`src/prc_regs.svh`:
```
// constants and operating summary of the pulse reference front end
// Operation
// - pulse form field selects decoder
// - sign plus pulse: direction high forward
// - separate forward and reverse pulse inputs
// - quadrature: B leads A means forward
// - active clear zeroes error counter
// - level clear holds counter at zero
// - edge clear zeroes once per edge
// - clearing also disables position loop
// - mode 0: clear on alarm or servo-off
// - mode 1: never auto clear
// - mode 2: clear on alarm only
`ifndef PRC_REGS_SVH
`define PRC_REGS_SVH
`define PRC_FORM_SIGN_POS 3'h0
`define PRC_FORM_FWDREV_POS 3'h1
`define PRC_FORM_QUAD_X1 3'h2
`define PRC_FORM_QUAD_X2 3'h3
`define PRC_FORM_QUAD_X4 3'h4
`define PRC_FORM_SIGN_NEG 3'h5
`define PRC_FORM_FWDREV_NEG 3'h6
`define PRC_CLR_LEVEL_ON 2'h0
`define PRC_CLR_RISE 2'h1
`define PRC_CLR_LEVEL_OFF 2'h2
`define PRC_CLR_FALL 2'h3
`define PRC_AUTO_ALARM_SOFF 2'h0
`define PRC_AUTO_NEVER 2'h1
`define PRC_AUTO_ALARM 2'h2
`define PRC_CLK_HZ 40000000
`define PRC_SON_WAIT_MS 40
`define PRC_SON_WAIT_CYC ((`PRC_CLK_HZ / 1000) * `PRC_SON_WAIT_MS)
`endif

```
`src/prc_pkg.sv`:
```
// types of the pulse reference front end
package prc_pkg;
  // decoded reference step per clock
  typedef enum logic [1:0] {
    PRC_STEP_NONE = 2'b00,
    PRC_STEP_FWD = 2'b01,
    PRC_STEP_REV = 2'b10
  } prc_step_t;
endpackage

```
`src/prc_sync.sv`:
```
// two flip-flop synchroniser for a group of pin inputs
`timescale 1ns/1ps
`default_nettype none
module prc_sync #(
  parameter int WIDTH = 1
) (
  input wire logic core_clk,
  input wire logic rstn,
  input wire logic [WIDTH-1:0] async_in,
  output logic [WIDTH-1:0] sync_out
);
  logic [WIDTH-1:0] meta_q; // first stage, read only by second
  logic [WIDTH-1:0] meta_d;
  logic [WIDTH-1:0] sync_q; // second stage
  logic [WIDTH-1:0] sync_d;

  // next values of both stages
  always_comb begin
    meta_d = async_in;
    sync_d = meta_q;
  end

  // register both stages, synchronous reset
  always_ff @(posedge core_clk) begin
    if (!rstn) begin
      meta_q <= '0;
      sync_q <= '0;
    end else begin
      meta_q <= meta_d;
      sync_q <= sync_d;
    end
  end

  assign sync_out = sync_q;
endmodule // prc_sync
`default_nettype wire

```
`src/prc_pulse_ref.sv`:
```
// pulse reference decoder and position error counter with clear
`timescale 1ns/1ps
`default_nettype none
`include "prc_regs.svh"
module prc_pulse_ref
  import prc_pkg::*;
#(
  parameter int CNT_W = 32,
  parameter int SON_WAIT_CYC = `PRC_SON_WAIT_CYC
) (
  input wire logic core_clk,
  input wire logic rstn,
  input wire logic step_pulse_input,
  input wire logic sign_input,
  input wire logic forward_pulse_input,
  input wire logic reverse_pulse_input,
  input wire logic error_clear_input,
  input wire logic [2:0] pulse_form_field,
  input wire logic [1:0] clear_form_field,
  input wire logic [1:0] clear_operation_field,
  input wire logic alarm,
  input wire logic servo_on,
  input wire logic fb_fwd,
  input wire logic fb_rev,
  output logic signed [CNT_W-1:0] pos_error,
  output logic pos_loop_enable,
  output logic clearing,
  output logic ref_ready
);
  // pins: step/sign, fwd/rev, clear, alarm, servo-on
  logic [6:0] pin_raw;
  logic [6:0] pin_s;
  logic step_s, sign_s, fwd_s, rev_s, clr_s, alarm_s, son_s;

  assign pin_raw = {servo_on, alarm, error_clear_input,
                    reverse_pulse_input, forward_pulse_input,
                    sign_input, step_pulse_input};

  // every pin through two flip-flops
  prc_sync #(.WIDTH(7)) u_sync (
    .core_clk(core_clk),
    .rstn(rstn),
    .async_in(pin_raw),
    .sync_out(pin_s)
  );

  assign step_s = pin_s[0];
  assign sign_s = pin_s[1];
  assign fwd_s = pin_s[2];
  assign rev_s = pin_s[3];
  assign clr_s = pin_s[4];
  assign alarm_s = pin_s[5];
  assign son_s = pin_s[6];

  // configuration latched after restart only
  logic [2:0] form_q, form_d;
  logic [1:0] cform_q, cform_d;
  logic [1:0] cop_q, cop_d;
  logic cfg_done_q, cfg_done_d; // config taken once after reset

  // capture the fields on first clock after reset release
  always_comb begin
    form_d = form_q;
    cform_d = cform_q;
    cop_d = cop_q;
    cfg_done_d = 1'b1;
    if (!cfg_done_q) begin
      form_d = pulse_form_field;
      cform_d = clear_form_field;
      cop_d = clear_operation_field;
    end
  end

  always_ff @(posedge core_clk) begin
    if (!rstn) begin
      form_q <= `PRC_FORM_SIGN_POS;
      cform_q <= `PRC_CLR_LEVEL_ON;
      cop_q <= `PRC_AUTO_ALARM_SOFF;
      cfg_done_q <= 1'b0;
    end else begin
      form_q <= form_d;
      cform_q <= cform_d;
      cop_q <= cop_d;
      cfg_done_q <= cfg_done_d;
    end
  end

  // previous pin values for edge detection
  logic step_p_q, fwd_p_q, rev_p_q, clr_p_q, son_p_q;
  logic a_p_q, b_p_q;
  logic step_p_d, fwd_p_d, rev_p_d, clr_p_d, son_p_d, a_p_d, b_p_d;
  logic neg; // negative logic forms
  logic pa, pb; // polarity corrected pins

  always_comb begin
    neg = (form_q == `PRC_FORM_SIGN_NEG) ||
          (form_q == `PRC_FORM_FWDREV_NEG);
    pa = neg ? ~step_s : step_s;
    pb = neg ? ~sign_s : sign_s;
    step_p_d = pa;
    fwd_p_d = neg ? ~fwd_s : fwd_s;
    rev_p_d = neg ? ~rev_s : rev_s;
    clr_p_d = clr_s;
    son_p_d = son_s;
    a_p_d = step_s;
    b_p_d = sign_s;
  end

  always_ff @(posedge core_clk) begin
    if (!rstn) begin
      step_p_q <= 1'b0;
      fwd_p_q <= 1'b0;
      rev_p_q <= 1'b0;
      clr_p_q <= 1'b0;
      son_p_q <= 1'b0;
      a_p_q <= 1'b0;
      b_p_q <= 1'b0;
    end else begin
      step_p_q <= step_p_d;
      fwd_p_q <= fwd_p_d;
      rev_p_q <= rev_p_d;
      clr_p_q <= clr_p_d;
      son_p_q <= son_p_d;
      a_p_q <= a_p_d;
      b_p_q <= b_p_d;
    end
  end

  // reference step decode per form
  prc_step_t step;
  logic fwd_c, rev_c, a_ch, b_ch;

  always_comb begin
    step = PRC_STEP_NONE;
    fwd_c = (neg ? ~fwd_s : fwd_s) & ~fwd_p_q;
    rev_c = (neg ? ~rev_s : rev_s) & ~rev_p_q;
    a_ch = step_s ^ a_p_q;
    b_ch = sign_s ^ b_p_q;
    // form code latched at restart picks the decoder
    unique case (form_q)
      `PRC_FORM_SIGN_POS, `PRC_FORM_SIGN_NEG: begin
        // count on pulse rising edge, sign gives direction
        if (pa && !step_p_q) begin
          step = pb ? PRC_STEP_FWD : PRC_STEP_REV;
        end
      end
      `PRC_FORM_FWDREV_POS, `PRC_FORM_FWDREV_NEG: begin
        // simultaneous edges cancel
        if (fwd_c && !rev_c) begin
          step = PRC_STEP_FWD;
        end else if (rev_c && !fwd_c) begin
          step = PRC_STEP_REV;
        end
      end
      `PRC_FORM_QUAD_X1, `PRC_FORM_QUAD_X2, `PRC_FORM_QUAD_X4: begin
        // b leads a: a edge with a == b is forward
        if (a_ch && !b_ch) begin
          if ((form_q == `PRC_FORM_QUAD_X4) ||
              (form_q == `PRC_FORM_QUAD_X2) ||
              (step_s && !a_p_q)) begin
            step = (step_s != sign_s) ? PRC_STEP_REV : PRC_STEP_FWD;
          end
        end else if (b_ch && !a_ch &&
                     (form_q == `PRC_FORM_QUAD_X4)) begin
          step = (step_s == sign_s) ? PRC_STEP_REV : PRC_STEP_FWD;
        end
      end
      default: step = PRC_STEP_NONE; // codes 7: no decode
    endcase
  end

  // servo-on settle counter: pulses before it expires are dropped
  // the gate also hides the false edge a synchroniser shows when an
  // idle pin sits high while the chain leaves reset
  localparam int SW = $clog2(SON_WAIT_CYC + 1);
  logic [SW-1:0] son_cnt_q, son_cnt_d;

  always_comb begin
    son_cnt_d = son_cnt_q;
    if (!son_s) begin
      son_cnt_d = '0;
    end else if (son_cnt_q != SW'(SON_WAIT_CYC)) begin
      son_cnt_d = son_cnt_q + SW'(1);
    end
  end

  always_ff @(posedge core_clk) begin
    if (!rstn) begin
      son_cnt_q <= '0;
    end else begin
      son_cnt_q <= son_cnt_d;
    end
  end

  assign ref_ready = (son_cnt_q == SW'(SON_WAIT_CYC));

  // clear decision
  logic clr_in, auto_clr;

  always_comb begin
    unique case (cform_q)
      `PRC_CLR_LEVEL_ON: clr_in = clr_s;
      `PRC_CLR_RISE: clr_in = clr_s && !clr_p_q;
      `PRC_CLR_LEVEL_OFF: clr_in = !clr_s;
      `PRC_CLR_FALL: clr_in = !clr_s && clr_p_q;
    endcase
    unique case (cop_q)
      `PRC_AUTO_ALARM_SOFF: auto_clr = alarm_s || !son_s;
      `PRC_AUTO_NEVER: auto_clr = 1'b0;
      `PRC_AUTO_ALARM: auto_clr = alarm_s;
      default: auto_clr = alarm_s || !son_s; // code 3 treated as 0
    endcase
  end

  assign clearing = clr_in || auto_clr;
  assign pos_loop_enable = !clearing;

  // position error counter
  logic signed [CNT_W-1:0] err_q, err_d;
  logic signed [CNT_W-1:0] delta;

  always_comb begin
    delta = '0;
    if (step == PRC_STEP_FWD && ref_ready) begin
      delta = delta + CNT_W'(1);
    end else if (step == PRC_STEP_REV && ref_ready) begin
      delta = delta - CNT_W'(1);
    end
    if (fb_fwd && !fb_rev) begin
      delta = delta - CNT_W'(1);
    end else if (fb_rev && !fb_fwd) begin
      delta = delta + CNT_W'(1);
    end
    err_d = clearing ? '0 : err_q + delta;
  end

  always_ff @(posedge core_clk) begin
    if (!rstn) begin
      err_q <= '0;
    end else begin
      err_q <= err_d;
    end
  end

  assign pos_error = err_q;

  // checks
  a_clear_zeroes: assert property (@(posedge core_clk) disable iff (!rstn)
    clearing |=> (err_q == '0))
    else $error("error counter not zero after clear");
  a_level_hold: assert property (@(posedge core_clk) disable iff (!rstn)
    (cform_q == `PRC_CLR_LEVEL_ON && clr_s) |-> !pos_loop_enable)
    else $error("level clear did not hold");
  a_rise_once: assert property (@(posedge core_clk) disable iff (!rstn)
    (cform_q == `PRC_CLR_RISE && clr_s && $past(clr_s) && !auto_clr)
      |-> !clearing)
    else $error("edge clear repeated");
  a_loop_off: assert property (@(posedge core_clk) disable iff (!rstn)
    clearing |-> !pos_loop_enable)
    else $error("position loop left on while clearing");
  a_never_auto: assert property (@(posedge core_clk) disable iff (!rstn)
    (cop_q == `PRC_AUTO_NEVER && alarm_s && !clr_in) |-> !clearing)
    else $error("auto clear in never mode");
  a_alarm_only: assert property (@(posedge core_clk) disable iff (!rstn)
    (cop_q == `PRC_AUTO_ALARM && !son_s && !alarm_s && !clr_in)
      |-> !clearing)
    else $error("servo-off cleared in alarm mode");
  a_soff_clear: assert property (@(posedge core_clk) disable iff (!rstn)
    (cop_q == `PRC_AUTO_ALARM_SOFF && !son_s) |=> (err_q == '0))
    else $error("servo-off did not clear");
  a_cfg_stable: assert property (@(posedge core_clk) disable iff (!rstn)
    $past(cfg_done_q) |-> $stable(form_q))
    else $error("pulse form changed without restart");
  a_sign_fwd: assert property (@(posedge core_clk) disable iff (!rstn)
    (form_q == `PRC_FORM_SIGN_POS && step_s && !step_p_q && sign_s)
      |-> step == PRC_STEP_FWD)
    else $error("sign high not forward");
  a_cfg_hold: assert property (@(posedge core_clk) disable iff (!rstn)
    $past(cfg_done_q) |-> ($stable(cform_q) && $stable(cop_q)))
    else $error("clear fields changed without restart");
  a_rise_clears: assert property (@(posedge core_clk) disable iff (!rstn)
    (cform_q == `PRC_CLR_RISE && clr_s && !clr_p_q) |-> clearing)
    else $error("rising clear edge missed");
  a_fall_clears: assert property (@(posedge core_clk) disable iff (!rstn)
    (cform_q == `PRC_CLR_FALL && !clr_s && clr_p_q) |-> clearing)
    else $error("falling clear edge missed");
  a_level_off: assert property (@(posedge core_clk) disable iff (!rstn)
    (cform_q == `PRC_CLR_LEVEL_OFF && !clr_s) |=> (err_q == '0))
    else $error("off-level clear did not hold");
  a_alarm_clears: assert property (@(posedge core_clk) disable iff (!rstn)
    (cop_q != `PRC_AUTO_NEVER && alarm_s) |=> (err_q == '0))
    else $error("alarm did not clear");
  a_quad_fwd: assert property (@(posedge core_clk) disable iff (!rstn)
    (form_q == `PRC_FORM_QUAD_X4 && b_ch && !a_ch && step_s != sign_s)
      |-> step == PRC_STEP_FWD)
    else $error("phase b lead not forward");
  a_count_fwd: assert property (@(posedge core_clk) disable iff (!rstn)
    (!clearing && ref_ready && step == PRC_STEP_FWD && !fb_fwd && !fb_rev)
      |=> (err_q == $past(err_q) + CNT_W'(1)))
    else $error("forward step not counted");
endmodule // prc_pulse_ref
`default_nettype wire

```
`config.mk`:
```
export PLATFORM = sky130hd
export DESIGN_NAME = prc_pulse_ref
export DESIGN_NICKNAME = d
export VERILOG_FILES = /design/src/prc_pkg.sv /design/src/prc_sync.sv /design/src/prc_pulse_ref.sv
export VERILOG_INCLUDE_DIRS = /design/src
export SDC_FILE = /design/constraint.sdc
export NUM_CORES = 1
export LEC_CHECK = 0
export BUFFER_PORTS_ARGS = -buffer_cell sky130_fd_sc_hd__buf_2
export CAP_MARGIN = 5
export CORE_MARGIN = 10
export CORE_UTILIZATION = 50
export DETAILED_ROUTE_END_ITERATION = 10
export PLACE_DENSITY = 0.7
export SETUP_SLACK_MARGIN = 0.3
export SLEW_MARGIN = 10
export SYNTH_ARGS = -nofsm -noshare
export SYNTH_HDL_FRONTEND = slang
export SYNTH_SLANG_ARGS = --single-unit
```
`constraint.sdc`:
```
create_clock -name core_clk -period 5.4 [get_ports core_clk]
set_clock_uncertainty 0.15 [all_clocks]
set_input_delay 0.54 -clock core_clk [delete_from_list [all_inputs] [get_ports core_clk]]
set_output_delay 0.54 -clock core_clk [all_outputs]
set_load 0.01 [all_outputs]
```
Word level (Yosys, flattened, before mapping)
Cells that the tools add are included.
Widths: inputs -> output; s select.
{ "classes": {"bitwise": 11, "add_sub_neg": 4, "n_mux": 21, "n_reduce_logical": 37, "eq_ne": 17} }
{ "ops": {"columns": ["operator", "count"], "rows": [
  ["$mux 32", 4],
  ["$add 32x2->32 const B", 1],
  ["$add 32x32->32", 1],
  ["$sub 32x2->32 const B", 1],
  ["$add 21x1->21 const B", 1],
  ["$eq 21x21->1 const B", 1],
  ["$ne 21x21->1 const B", 1],
  ["$mux 2", 9],
  ["$logic_and 1x1->1", 13],
  ["$logic_not 1->1", 12],
  ["$eq 3x3->1 const B", 3],
  ["$eq 2x2->1 const B", 4],
  ["$not 1->1", 7],
  ["$eq 2x1->1 const B", 3],
  ["$eq 3x2->1 const B", 2],
  ["$pmux 2 s3", 1],
  ["$reduce_or 2->1", 3],
  ["$logic_or 1x1->1", 5],
  ["$mux 1", 5],
  ["$pmux 1 s4", 1],
  ["$eq 3x1->1 const B", 1],
  ["$logic_not 3->1", 1],
  ["$reduce_or 3->1", 1],
  ["$and 1x1->1", 2],
  ["other kinds (6)", 7]
]} }
{ "totals": {"regBits": 81, "input_bits": 18, "word_cells": 104, "output_inout_bits": 35} }

Longest topological paths before layout
Gate-level depths: netlist of the first run.
{ "logic_depth": {"word_depth": 17, "ltp_mapped": 22, "depth_no_buf": 22} }

Modules after synthesis
From an unflattened synthesis of the first run, not the netlist that was laid out.
{ "hier_totals": {"hier_cells": 545, "area_unflattened_um2": 4744.6} }
{ "modules_own_cells": {"columns": ["module", "instances", "area_each_um2", "cells_per_inst"], "rows": [
  ["prc_pulse_ref", 1, 4352.9, 516],
  ["prc_sync", 1, 391.6, 29]
]} }

Worst setup path before layout of the first run
Ideal clock, no wire load.
{ "synth_timing": {"path_type": "reg-to-reg", "startpoint": "reg u_sync.sync_q[0] (netlist: u_sync.sync_out[0])", "endpoint": "reg err_q[30] (netlist: pos_error[30])", "arrival_ps": 3854, "period_less_slack_ps": 4132, "required_ps": 5122, "path_slack_ps": 1268, "stages_incl_launch_ff": 19, "path_buffers": 0, "setup_ps": 128, "cell_sequence": "dfxtp_1 -> ha_1 -> and4bb_2 -> a31oi_1 -> a32o_1 -> a211oi_1 -> a311oi_1 -> a21oi_1 -> a31o_4 -> ha_1 -> a21o_1 -> a21o_1 -> a21oi_1 -> o21ai_1 -> a211o_1 -> a211o_1 -> a41oi_1 -> xor2_1 -> nor2_1"} }
{ "synth_between": {"elab_chain_len": 15, "elab_cells_between_ends": 30, "cone_classes": "add/sub (3); eq/ne (4); mux (12); bitwise (2); reduce/logical (9)"} }
{ "synth_rtl": {"columns": ["element", "line", "rtl"], "rows": [
  ["start, declared", "prc_sync.sv:14", "logic [WIDTH-1:0] sync_q;"],
  ["start signal, assigned", "prc_sync.sv:30", "sync_q <= sync_d;"],
  ["$xor 1x1->1", "prc_pulse_ref.sv:137", "a_ch = step_s ^ a_p_q;"],
  ["$logic_not 1->1", "prc_pulse_ref.sv:163", "end else if (b_ch && !a_ch &&"],
  ["$logic_and 1x1->1 (2 in series)", "prc_pulse_ref.sv:163", null],
  ["$mux 2", "prc_pulse_ref.sv:163", null],
  ["$mux 2", "prc_pulse_ref.sv:157", "if (a_ch && !b_ch) begin"],
  ["$pmux 2 s3 *", "prc_pulse_ref.sv:140", "unique case (form_q)"],
  ["$eq 2x2->1", "prc_pulse_ref.sv:226", "end else if (step == PRC_STEP_REV && ref_ready) begin"],
  ["$logic_and 1x1->1", "prc_pulse_ref.sv:226", null],
  ["$mux 32", "prc_pulse_ref.sv:226", null],
  ["$mux 32 *", "prc_pulse_ref.sv:224", "if (step == PRC_STEP_FWD && ref_ready) begin"],
  ["$add 32x2->32", "prc_pulse_ref.sv:232", "delta = delta + CNT_W'(1);"],
  ["$mux 32", "prc_pulse_ref.sv:231", "end else if (fb_rev && !fb_fwd) begin"],
  ["$mux 32 *", "prc_pulse_ref.sv:229", "if (fb_fwd && !fb_rev) begin"],
  ["$add 32x32->32 *", "prc_pulse_ref.sv:234", "err_d = clearing ? '0 : err_q + delta;"],
  ["end signal, assigned", "prc_pulse_ref.sv:241", "err_q <= err_d;"],
  ["end, declared", "prc_pulse_ref.sv:219", "logic signed [CNT_W-1:0] err_q, err_d;"]
]} }
Every way passes the cells marked *; elsewhere a longest branch is shown, timed or not.
A chain may end at the register's enable or synchronous reset.

Final worst setup path of the first run
{ "layout_timing": {"startpoint": "reg form_q[0]", "endpoint": "reg err_q[16] (netlist: pos_error[16])"} }
{ "layout_between": {"elab_chain_len": 17, "elab_cells_between_ends": 44, "cone_classes": "add/sub (3); eq/ne (8); mux (16); bitwise (2); reduce/logical (15)"} }
{ "layout_rtl": {"columns": ["element", "line", "rtl"], "rows": [
  ["start, declared", "prc_pulse_ref.sv:56", "logic [2:0] form_q, form_d;"],
  ["start signal, assigned", "prc_pulse_ref.sv:76", "form_q <= `PRC_FORM_SIGN_POS;"],
  ["start signal, assigned", "prc_pulse_ref.sv:81", "form_q <= form_d;"],
  ["$eq 3x3->1", "prc_pulse_ref.sv:140", null],
  ["$logic_or 1x1->1", "prc_pulse_ref.sv:96", "neg = (form_q == `PRC_FORM_SIGN_NEG) ||"],
  ["$mux 1", "prc_pulse_ref.sv:135", "fwd_c = (neg ? ~fwd_s : fwd_s) & ~fwd_p_q;"],
  ["$and 1x1->1", "prc_pulse_ref.sv:135", null],
  ["$logic_not 1->1", "prc_pulse_ref.sv:151", "end else if (rev_c && !fwd_c) begin"],
  ["$logic_and 1x1->1", "prc_pulse_ref.sv:151", null],
  ["$mux 2", "prc_pulse_ref.sv:151", null],
  ["$mux 2", "prc_pulse_ref.sv:149", "if (fwd_c && !rev_c) begin"],
  ["$pmux 2 s3 *", "prc_pulse_ref.sv:140", null],
  ["$eq 2x2->1", "prc_pulse_ref.sv:226", null],
  ["$logic_and 1x1->1", "prc_pulse_ref.sv:226", null],
  ["$mux 32", "prc_pulse_ref.sv:226", null],
  ["$mux 32 *", "prc_pulse_ref.sv:224", null],
  ["$add 32x2->32", "prc_pulse_ref.sv:232", null],
  ["$mux 32", "prc_pulse_ref.sv:231", null],
  ["$mux 32 *", "prc_pulse_ref.sv:229", null],
  ["$add 32x32->32 *", "prc_pulse_ref.sv:234", null]
]} }
Marked as above.

==> results of run 1 <==
-- Yosys cell counts (3+ instances only) --
cell,number
o21ai_0,14
and2_1,22
nor4_1,5
nand2_1,43
o21ai_1,7
a21o_1,21
o31ai_1,3
nor3_1,9
nand4_1,7
nor2_1,64
nand3b_1,4
a31oi_1,7
xor2_1,27
a211oi_1,6
nor3b_1,4
xnor2_1,19
clkbuf_1,16
o21bai_1,3
nor2b_1,12
a21oi_1,37
inv_1,22
nand3_1,14
a211o_1,4
or3_1,6
and3_1,9
ha_1,35
dfxtp_1,81
nor4bb_1,3
mux2i_1,10
nand2b_1,6
-- flip-flops by register name, summed over array words and instances (netlist names), 2 cells and up --
signal and count:
cform_q 2, cop_q 2, form_q 3, pos_error 32, son_cnt_q 21, u_sync.meta_q 7
u_sync.sync_out 7
-- power by group through the flow --
stage               Combinational [W]  Clock [W]  Sequential, W
CTS                          0.000168   0.000454       0.000633
finish                       0.000169   0.000445       0.000633
global placement             0.000163          0       0.000646
global route                 0.000190   0.000484       0.000637
floorplan                    0.000124          0       0.000645
detailed placement           0.000167          0       0.000647
-- worst max-delay path, delay by kind of cell, from the launching register on --
| family | cells | cell delay, ns |
|---|---|---|
| buffers and inverters | 1 | 0.06 |
| adders and majority gates | 2 | 0.61 |
| AOI/OAI and AO/OA | 8 | 1.77 |
| and+or+nand+nor | 6 | 0.89 |
| xor gates and xnor gates | 3 | 0.64 |
| DFF | 1 | 0.48 |
-- final cells by class --
cell class,count,area (µm²)
Fill cell,872,3920
Sequential cell,81,1630
Tap cell,129,161
Timing Repair Buffer,53,268
Clock inverter,6,67.6
Inverter,23,86.3
Multi-Input combinational cell,439,2980
Clock buffer,10,128
-- kinds of logic (layout without fill, tap and decap cells) --
family	count (synthesis)	in the layout
flip-flops	81	81
buffers and inverters	41	92
AND/OR/NAND/NOR	218	218
XOR/XNOR	46	46
multiplexers	11	11
adder cells (fa/ha/maj)	36	36
AO/OA/AOI/OAI	127	128
-- path summary, 6_finish.rpt --
kind | endpoint | slack [ns] | from
max | pos_error[16]$_SDFF_PP0_ | 0.64 | form_q[0]$_SDFFE_PN0N_
min | u_sync.meta_q[2]$_SDFF_PN0_ | 0.23 | forward_pulse_input
max reg2reg | pos_error[16]$_SDFF_PP0_ | 0.64 | form_q[0]$_SDFFE_PN0N_
min reg2reg | u_sync.sync_out[1]$_SDFF_PN0_ | 0.29 | u_sync.meta_q[1]$_SDFF_PN0_
-- stage by stage --
step	hold WS, ns	std cells	setup slack [ns]	total power [W]
final	0.228	741	0.643	0.00125
after global routing	0.236	741	0.277	0.00131
after CTS	0.227	740	0.547	0.00125
after detailed placement	0.269	724	0.586	0.000815
after global placement	0.265	724	0.707	0.000809
after floorplan	0.262	560	1.27	0.000769
-- metal layers --
| metal | GRT usage (%) | vias to the layer above | wire, µm |
|---|---|---|---|
| li1 | - | 2073 | - |
| met1 | 18.7 | 1873 | 4830 |
| met2 | 24.2 | 77 | 4760 |
| met3 | 4.03 | 16 | 529 |
| met4 | 5.85 | 0 | 216 |
| met5 | 0 | - | 0 |
==> results_dict.tcl, run 1 <==
set metrics [dict create \
    period_needed_ns 4.76 \
    critical_path.cell_chain "xor2_1 > nand2_2 > or3_1 > a32oi_2 > nor2_2 > o31ai_4 > nand2_1 > xnor2_1 > ha_1 > inv_1 > fa_1 > nor2b_1 > o21ai_0 > a21oi_1 > o21ai_2 > a21oi_1 > a31oi_1 > o21bai_1 > xnor2_1 > nor2_1" \
    setup-tns-final_ns 0 \
    port_buffers 52 \
    final-max-slew-violation-count 0 \
    synth.distinct_cells 63 \
    net-switching-power_w 0.000344 \
    switching_share_pct 27.5 \
    grt_max_degree 34 \
    critical_path_peak_fanout 14 \
    critPathMaxStageDelay_ns 0.48 \
    fmax_mhz 210 \
    nets 661 \
    async_reset_ff_share_pct 0 \
    die_area_um2 13700 \
    netlist_instances 560 \
    status "finished clean" \
    post-synth-top-area-cell "dfxtp_1" \
    cts-buffers-inserted 9 \
    layout_common_cells "dfxtp_1 (78), nor2_1 (64), buf_2 (52)" \
    grt_overflow 0 \
    pwr-share-seq_pct 50.8 \
    worst-slew-pin-transition_ns 1.12 \
    ys_dominant_reg_cell "dfxtp_1" \
    standard_cell_rows 35 \
    drive_above_1_share_pct 14.5 \
    initial_core_util_pct 51.1 \
    synth_compound_area_share_pct 18.3 \
    post-route-util_pct 57.6 \
    place_area_um2 5080 \
    largest_family_of_logic_cells_by_synthesized_area "simple AND/OR/NAND/NOR gates" \
    postRouteAntennaNets 0 \
    postCtsSetupRepairBufs 0 \
    post_synthesis_mux_area_share_pct 2.36 \
    first_global_vias 3796 \
    cellLeakagePower_nw 2.36 \
    final_common_cell "dfxtp_1" \
    worst_slew_margin_rel_pct 25.2 \
    clk_latency_worst_skew_pair_ns 0.36 \
    synth_adder_area_share_pct 9.69 \
    peakVddDrop_mv 0.191 \
    grt_usage_pct 15.0 \
    whs_path_depth 2 \
    hold_viol 0 \
    setup_viol 0 \
    syn_area_per_cell_um2 8.44 \
    rsz0062_at_grt "no" \
    cts_resized 0 \
    die_x_um 117 \
    clkSinkCount 81 \
    number_of_optimization_iterations_in_the_first_detailed_route_pass 4 \
    grt_pass1_wl_um 17000 \
    antennaDiodeCount 0 \
    vias_per_cell 5.45 \
    die_y_um 117 \
    yosys_warnings 0 \
    synth_enable_flop_cells 0 \
    floorplan.core_area_um2 9240 \
    clk_root_buffer_cell "clkbuf_8" \
    critPathSlowestCell "dfxtp_2" \
    cp_data_required_time_ns 5.46 \
    critPathArrivalTime_ns 4.82 \
    final_min_period_over_clock_period_pct 88.1 \
    cap_violations 0 \
    cts_tree "built" \
    detailroute.via_count 4039 \
    clock_path_buffers 2 \
    cts-hold-fix-buffers 0 \
    r2r.worst_path.cells 20 \
    clk_pin_slew_ns 0.09 \
    clock_tree.htree_level_count 3 \
    seq_cells_post_synth 81 \
    synth_simple_gate_area_share_pct 23.5 \
    synthesis.nets 614 \
    routabilityCongestion 0.895 \
    area_delta_synth_final_pct 12.5 \
    synth_top_cell_area_share_pct 34.3 \
    hpwl_um 7520 \
    postRouteWirelength_um 10300 \
    path_class "register to register" \
    mapped_cell_area_um2 4730 \
    drc 0 \
    synth_area_leaders "dfxtp_1 (34%), ha_1 (9.3%), nor2_1 (5.1%), xor2_1 (5.0%), a21oi_1 (3.9%)" \
    io_pins 53 \
    synthXorXnorAreaFrac_pct 8.53 \
    power.density_nw_per_um2 235 \
    yosysSeqAreaShare_pct 34.3 \
    pwr-share-clk_pct 35.7 \
    min_path_type "input pin to register" \
    design_area_um2 5320 \
    grt_antenna_before_repair 0 \
    power_frac_comb_pct 13.6 \
    violation_count_after_the_first_detailed_route_iteration 153 \
    avgRoutedWirePerCell_um 14.0 \
    cp-start-kind "register" \
    p_int_w 0.000904 \
    endpoint_kind "register" \
]
(Power assumes the default switching activity.)
==> run 2, diff against run 1 <==
Settings changed: CORE_MARGIN 10 to not set, GPL_ROUTABILITY_DRIVEN set to 0.
==> results_dict.tcl, run 2 (synthesis gave the netlist of run 1 again) <==
set metrics [dict create \
    cp_data_required_time_ns 5.48 \
    worstHoldStart "forward_pulse_input" \
    antennaDiodeCount 0 \
    r2r-end "pos_error[30]$_SDFF_PP0_" \
    grt_usage_pct 20.3 \
    critPathSlowestCell "dfxtp_2" \
    grt_max_degree 34 \
    first_global_vias 3640 \
    detailroute.via_count 4046 \
    status "finished clean" \
    clock_tree.htree_level_count 3 \
    worst_slew_margin_rel_pct 52.2 \
    peakVddDrop_mv 0.173 \
    die_x_um 99.2 \
    critical_path.cell_chain "ha_1 > and4bb_2 > nand3b_1 > a32o_1 > a211oi_1 > a311oi_1 > a21oi_1 > a31o_4 > ha_1 > nor2b_1 > o21ai_0 > a21oi_1 > o21ai_1 > a211oi_2 > a211o_1 > a41oi_1 > xor2_1 > nor2_1" \
    hold_viol 0 \
    rsz0062_at_grt "no" \
    power.density_nw_per_um2 235 \
    clk_pin_slew_ns 0.08 \
    cts-hold-fix-buffers 0 \
    timing.reg2reg.setup_slack_ns 0.64 \
    critPathArrivalTime_ns 4.84 \
    largest_register_ff_count 32 \
    drive_above_1_share_pct 14.1 \
    worst-slew-pin-transition_ns 0.716 \
    die_y_um 99.2 \
    final_common_cell "dfxtp_1" \
    io_pins 53 \
    fmax_mhz 210 \
    violation_count_after_the_first_detailed_route_iteration 137 \
    area_delta_synth_final_pct 11.4 \
    initial_core_util_pct 51.4 \
    fin_total_pwr_w 0.00124 \
    grt_antenna_before_repair 0 \
    number_of_optimization_iterations_in_the_first_detailed_route_pass 4 \
    endpoint_kind "register" \
    vias_per_cell 5.61 \
    critical_path_peak_fanout 30 \
    postRouteAntennaNets 0 \
    cts_tree "built" \
    whs_path_depth 2 \
    avgRoutedWirePerCell_um 13.5 \
    standard_cell_rows 35 \
    layout_common_cells "dfxtp_1 (77), nor2_1 (64), buf_2 (52)" \
    min_path_type "input pin to register" \
    min_to "u_sync.meta_q[2]$_SDFF_PN0_" \
    die_area_um2 9840 \
    grt_overflow 0 \
    r2r.worst_path.cells 18 \
    floorplan.core_area_um2 9200 \
    setup_viol 0 \
    clock_path_buffers 2 \
    hpwl_um 7010 \
    postRouteWirelength_um 9720 \
    clk_root_buffer_cell "clkbuf_8" \
    final_min_period_over_clock_period_pct 88.1 \
    setup-tns-final_ns 0 \
    cap_violations 0 \
    grt_pass1_wl_um 16100 \
    r2r_start "u_sync.sync_out[0]$_SDFF_PN0_" \
    cp.buffers_inverters 0 \
    final-max-slew-violation-count 0 \
    clkSinkCount 81 \
    path_class "register to register" \
    cp_top_family "compound AO/OA/AOI/OAI gates" \
    cp-start-kind "register" \
    period_needed_ns 4.76 \
    drc 0 \
    port_buffers 52 \
    clk_latency_worst_skew_pair_ns 0.36 \
    nets 659 \
    critPathMaxStageDelay_ns 0.39 \
    cts-buffers-inserted 9 \
    cellLeakagePower_nw 2.35 \
]
==> run 2: how the worst max path moves through the flow <==
stage / from / to / cells after the start
global placement: form_q[1]$_SDFFE_PN0N_ / pos_error[18]$_SDFF_PP0_ / 17
global route: form_q[1]$_SDFFE_PN0N_ / pos_error[30]$_SDFF_PP0_ / 17
finish: u_sync.sync_out[0]$_SDFF_PN0_ / pos_error[30]$_SDFF_PP0_ / 18
CTS: form_q[0]$_SDFFE_PN0N_ / pos_error[28]$_SDFF_PP0_ / 20
detailed placement: form_q[1]$_SDFFE_PN0N_ / pos_error[28]$_SDFF_PP0_ / 20
floorplan: u_sync.sync_out[0]$_SDFF_PN0_ / pos_error[30]$_SDFF_PP0_ / 18
==> run 2: layer usage <==
| layer | routed length (µm) | vias up | GRT usage (%) |
|---|---|---|---|
| li1 | - | 2074 | - |
| met1 | 4730 | 1867 | 26.2 |
| met2 | 4410 | 91 | 32.9 |
| met3 | 393 | 14 | 3.72 |
| met4 | 184 | 0 | 9.62 |
| met5 | 0 | - | 0 |
==> run 2: worst reg2reg max path: stages (launching register included) <==
cell	delay, ns
dfxtp_2	0.39
ha_1	0.37
and4bb_2	0.29
nand3b_1	0.09
a32o_1	0.30
a211oi_1	0.22
a311oi_1	0.09
a21oi_1	0.19
a31o_4	0.38
ha_1	0.34
nor2b_1	0.15
o21ai_0	0.21
a21oi_1	0.12
o21ai_1	0.34
a211oi_2	0.14
a211o_1	0.33
a41oi_1	0.29
xor2_1	0.17
nor2_1	0.05
==> run 2: cell type report <==
class / instances / area [µm²]
clock buffers: 11 / 131
clock inverters: 5 / 56.3
fillers: 893 / 3930
inverters: 23 / 86.3
multi-input cells: 438 / 2970
flip-flops and latches: 81 / 1630
well taps: 111 / 139
repair buffers: 52 / 260
==> run 2: power breakdown <==
group,leakage [nW],switching [W],total (W),internal (W)
combinational,1.60,0.0000942,0.000165,0.0000709
sequential,0.661,0.0000183,0.000635,0.000617
clock,0.0933,0.000224,0.000437,0.000213
total,2.35,0.000337,0.00124,0.000901
==> run 2: through the flow <==
step	hold WS, ns	setup WS, ns	utilization [%]	cells	instance area, µm²
after floorplan	0.262	1.27	-	560	4730
after CTS	0.222	0.486	57.0	721	5240
after global placement	0.265	0.683	55.0	705	5050
final	0.232	0.642	57.3	721	5270
after global routing	0.225	0.324	57.3	721	5270
after detailed placement	0.268	0.526	55.0	705	5050
==> run 2: timing repair <==
action / CTS / global route
setup endpoints to repair: 0 / 13
buffers inserted: 0 / 0
gates resized for setup: 0 / 7
==> run 3, diff against run 2 <==
Settings changed: PLACE_DENSITY 0.7 to 0.73, SLEW_MARGIN 10 to 20.
Clock period 5.4 ns to 4.2 ns, I/O delays scaled along.
==> results_dict.tcl, run 3 (synthesis gave the netlist of run 1 again) <==
set metrics [dict create \
    status "complete, but fails checks" \
    violations "negative setup slack" \
    grt_usage_pct 25.6 \
    final.hold.worst_slack_ns 0.100 \
    setup-tns-final_ns -5.56 \
    cts_tree "built" \
    number_of_optimization_iterations_in_the_first_detailed_route_pass 5 \
    switching_share_pct 30.4 \
    net-switching-power_w 0.000548 \
    grt_max_degree 32 \
    cts-buffers-inserted 9 \
    largest_register_ff_count 32 \
    postRouteWirelength_um 16000 \
    clkSinkCount 81 \
    cellLeakagePower_nw 3.05 \
    critPathMaxStageDelay_ns 0.43 \
    final_common_cell "buf_4" \
    endpoint_kind "register" \
    postRouteAntennaNets 0 \
    worst_slew_margin_rel_pct 42.6 \
    clk_latency_worst_skew_pair_ns 0.37 \
    antennaDiodeCount 0 \
    io_pins 53 \
    layout_common_cells "buf_4 (99), dfxtp_1 (76), nor2_1 (61)" \
    pwr-share-seq_pct 45.3 \
    p_int_w 0.00125 \
    nets 774 \
    cp.buffers_inverters 2 \
    grt_pass1_wl_um 20300 \
    power.density_nw_per_um2 262 \
    standard_cell_rows 35 \
    drive_above_1_share_pct 41.0 \
    die_x_um 99.2 \
    cp_top_family "compound AO/OA/AOI/OAI gates" \
    worst-slew-pin-transition_ns 0.858 \
    final_min_period_over_clock_period_pct 110 \
    fin_total_pwr_w 0.00180 \
    pwr-share-clk_pct 35.3 \
    min_path_type "input pin to register" \
    rsz0062_at_grt "yes" \
    stdcell_count 836 \
    critical_path.cell_chain "xor2_4 > nand2_2 > or3_1 > a32oi_2 > a21oi_2 > o31ai_4 > buf_4 > buf_6 > nor2_4 > a211oi_4 > a21o_1 > ha_4 > a211oi_4 > o211ai_1 > nand4_1 > a21oi_2 > o2111ai_2 > a21oi_2 > o211ai_1 > a21o_1 > a21oi_2" \
    final-max-slew-violation-count 0 \
    power_frac_comb_pct 19.4 \
    critPathArrivalTime_ns 4.76 \
    timing.reg2reg.setup_slack_ns -0.41 \
    cp_data_required_time_ns 4.34 \
    grt_antenna_before_repair 0 \
    setup_viol 24 \
    clk_pin_slew_ns 0.10 \
    grt_overflow 0 \
    detailroute.via_count 5126 \
    critPathSlowestCell "dfxtp_4" \
    hold_viol 0 \
    cp-start-kind "register" \
    dpl.cell_count 778 \
    path_class "register to register" \
    vias_per_cell 6.13 \
    hpwl_um 8160 \
    area_delta_synth_final_pct 45.6 \
    cpMostUsedCell "a21oi_2" \
    floorplan.core_area_um2 9200 \
    finalWorstSetupSlack_ns -0.414 \
    die_area_um2 9840 \
    avgRoutedWirePerCell_um 19.2 \
    clock_tree.htree_level_count 3 \
    first_global_vias 4528 \
    clk_root_buffer_cell "clkbuf_8" \
    initial_core_util_pct 51.4 \
    violation_count_after_the_first_detailed_route_iteration 309 \
    drc 0 \
    port_buffers 52 \
    cap_violations 0 \
    critical_path_peak_fanout 6 \
    period_needed_ns 4.61 \
    die_y_um 99.2 \
    fmax_mhz 217 \
    clock_path_buffers 2 \
    peakVddDrop_mv 0.247 \
]
## run 3: final cells by class
class / count / area [µm²]
Multi-Input combinational cell: 439 / 3620
Tap cell: 111 / 139
Inverter: 23 / 86.3
Fill cell: 592 / 2320
Timing Repair Buffer: 166 / 1190
Clock inverter: 6 / 73.8
Clock buffer: 10 / 138
Sequential cell: 81 / 1640
## run 3: routing by layer
metal / routed length [µm] / vias to the layer above / GRT usage, %
li1: - / 2301 / -
met1: 6120 / 2438 / 30.5
met2: 7950 / 291 / 45.3
met3: 968 / 96 / 5.69
met4: 1010 / 0 / 9.05
met5: 0 / - / 0
## run 3: repair_timing
action,CTS,global route
pin swaps,28,55
hold buffers,0,0
gates resized for setup,50,84
setup endpoints to repair,24,26
buffers inserted,24,16
cloned,1,1
## run 3: per-stage QoR
step,area (µm²),worst slack [ns],util (%)
final,6880,-0.414,74.8
after global routing,6880,-0.524,74.8
after CTS,6320,-0.0456,68.7
after detailed placement,5700,-0.320,62.0
after global placement,5700,-0.0701,62.0
after floorplan,4820,0.260,-
## run 3: power groups by stage
stage	registers [W]	logic, W	clock network (W)
3_5_place_dp	0.000832	0.000264	0
6_report	0.000817	0.000350	0.000636
2_1_floorplan	0.000830	0.000167	0
3_3_place_gp	0.000831	0.000256	0
5_1_grt	0.000820	0.000374	0.000661
4_1_cts	0.000813	0.000288	0.000622
## run 3: final timing paths
| path | startpoint | cells past startpoint | end |
|---|---|---|---|
| max | form_q[1]$_SDFFE_PN0N_ | 21 | pos_error[29]$_SDFF_PP0_ |
| min | step_pulse_input | 2 | u_sync.meta_q[0]$_SDFF_PN0_ |
| max reg2reg | form_q[1]$_SDFFE_PN0N_ | 21 | pos_error[29]$_SDFF_PP0_ |
| min reg2reg | u_sync.meta_q[6]$_SDFF_PN0_ | 1 | u_sync.sync_out[6]$_SDFF_PN0_ |
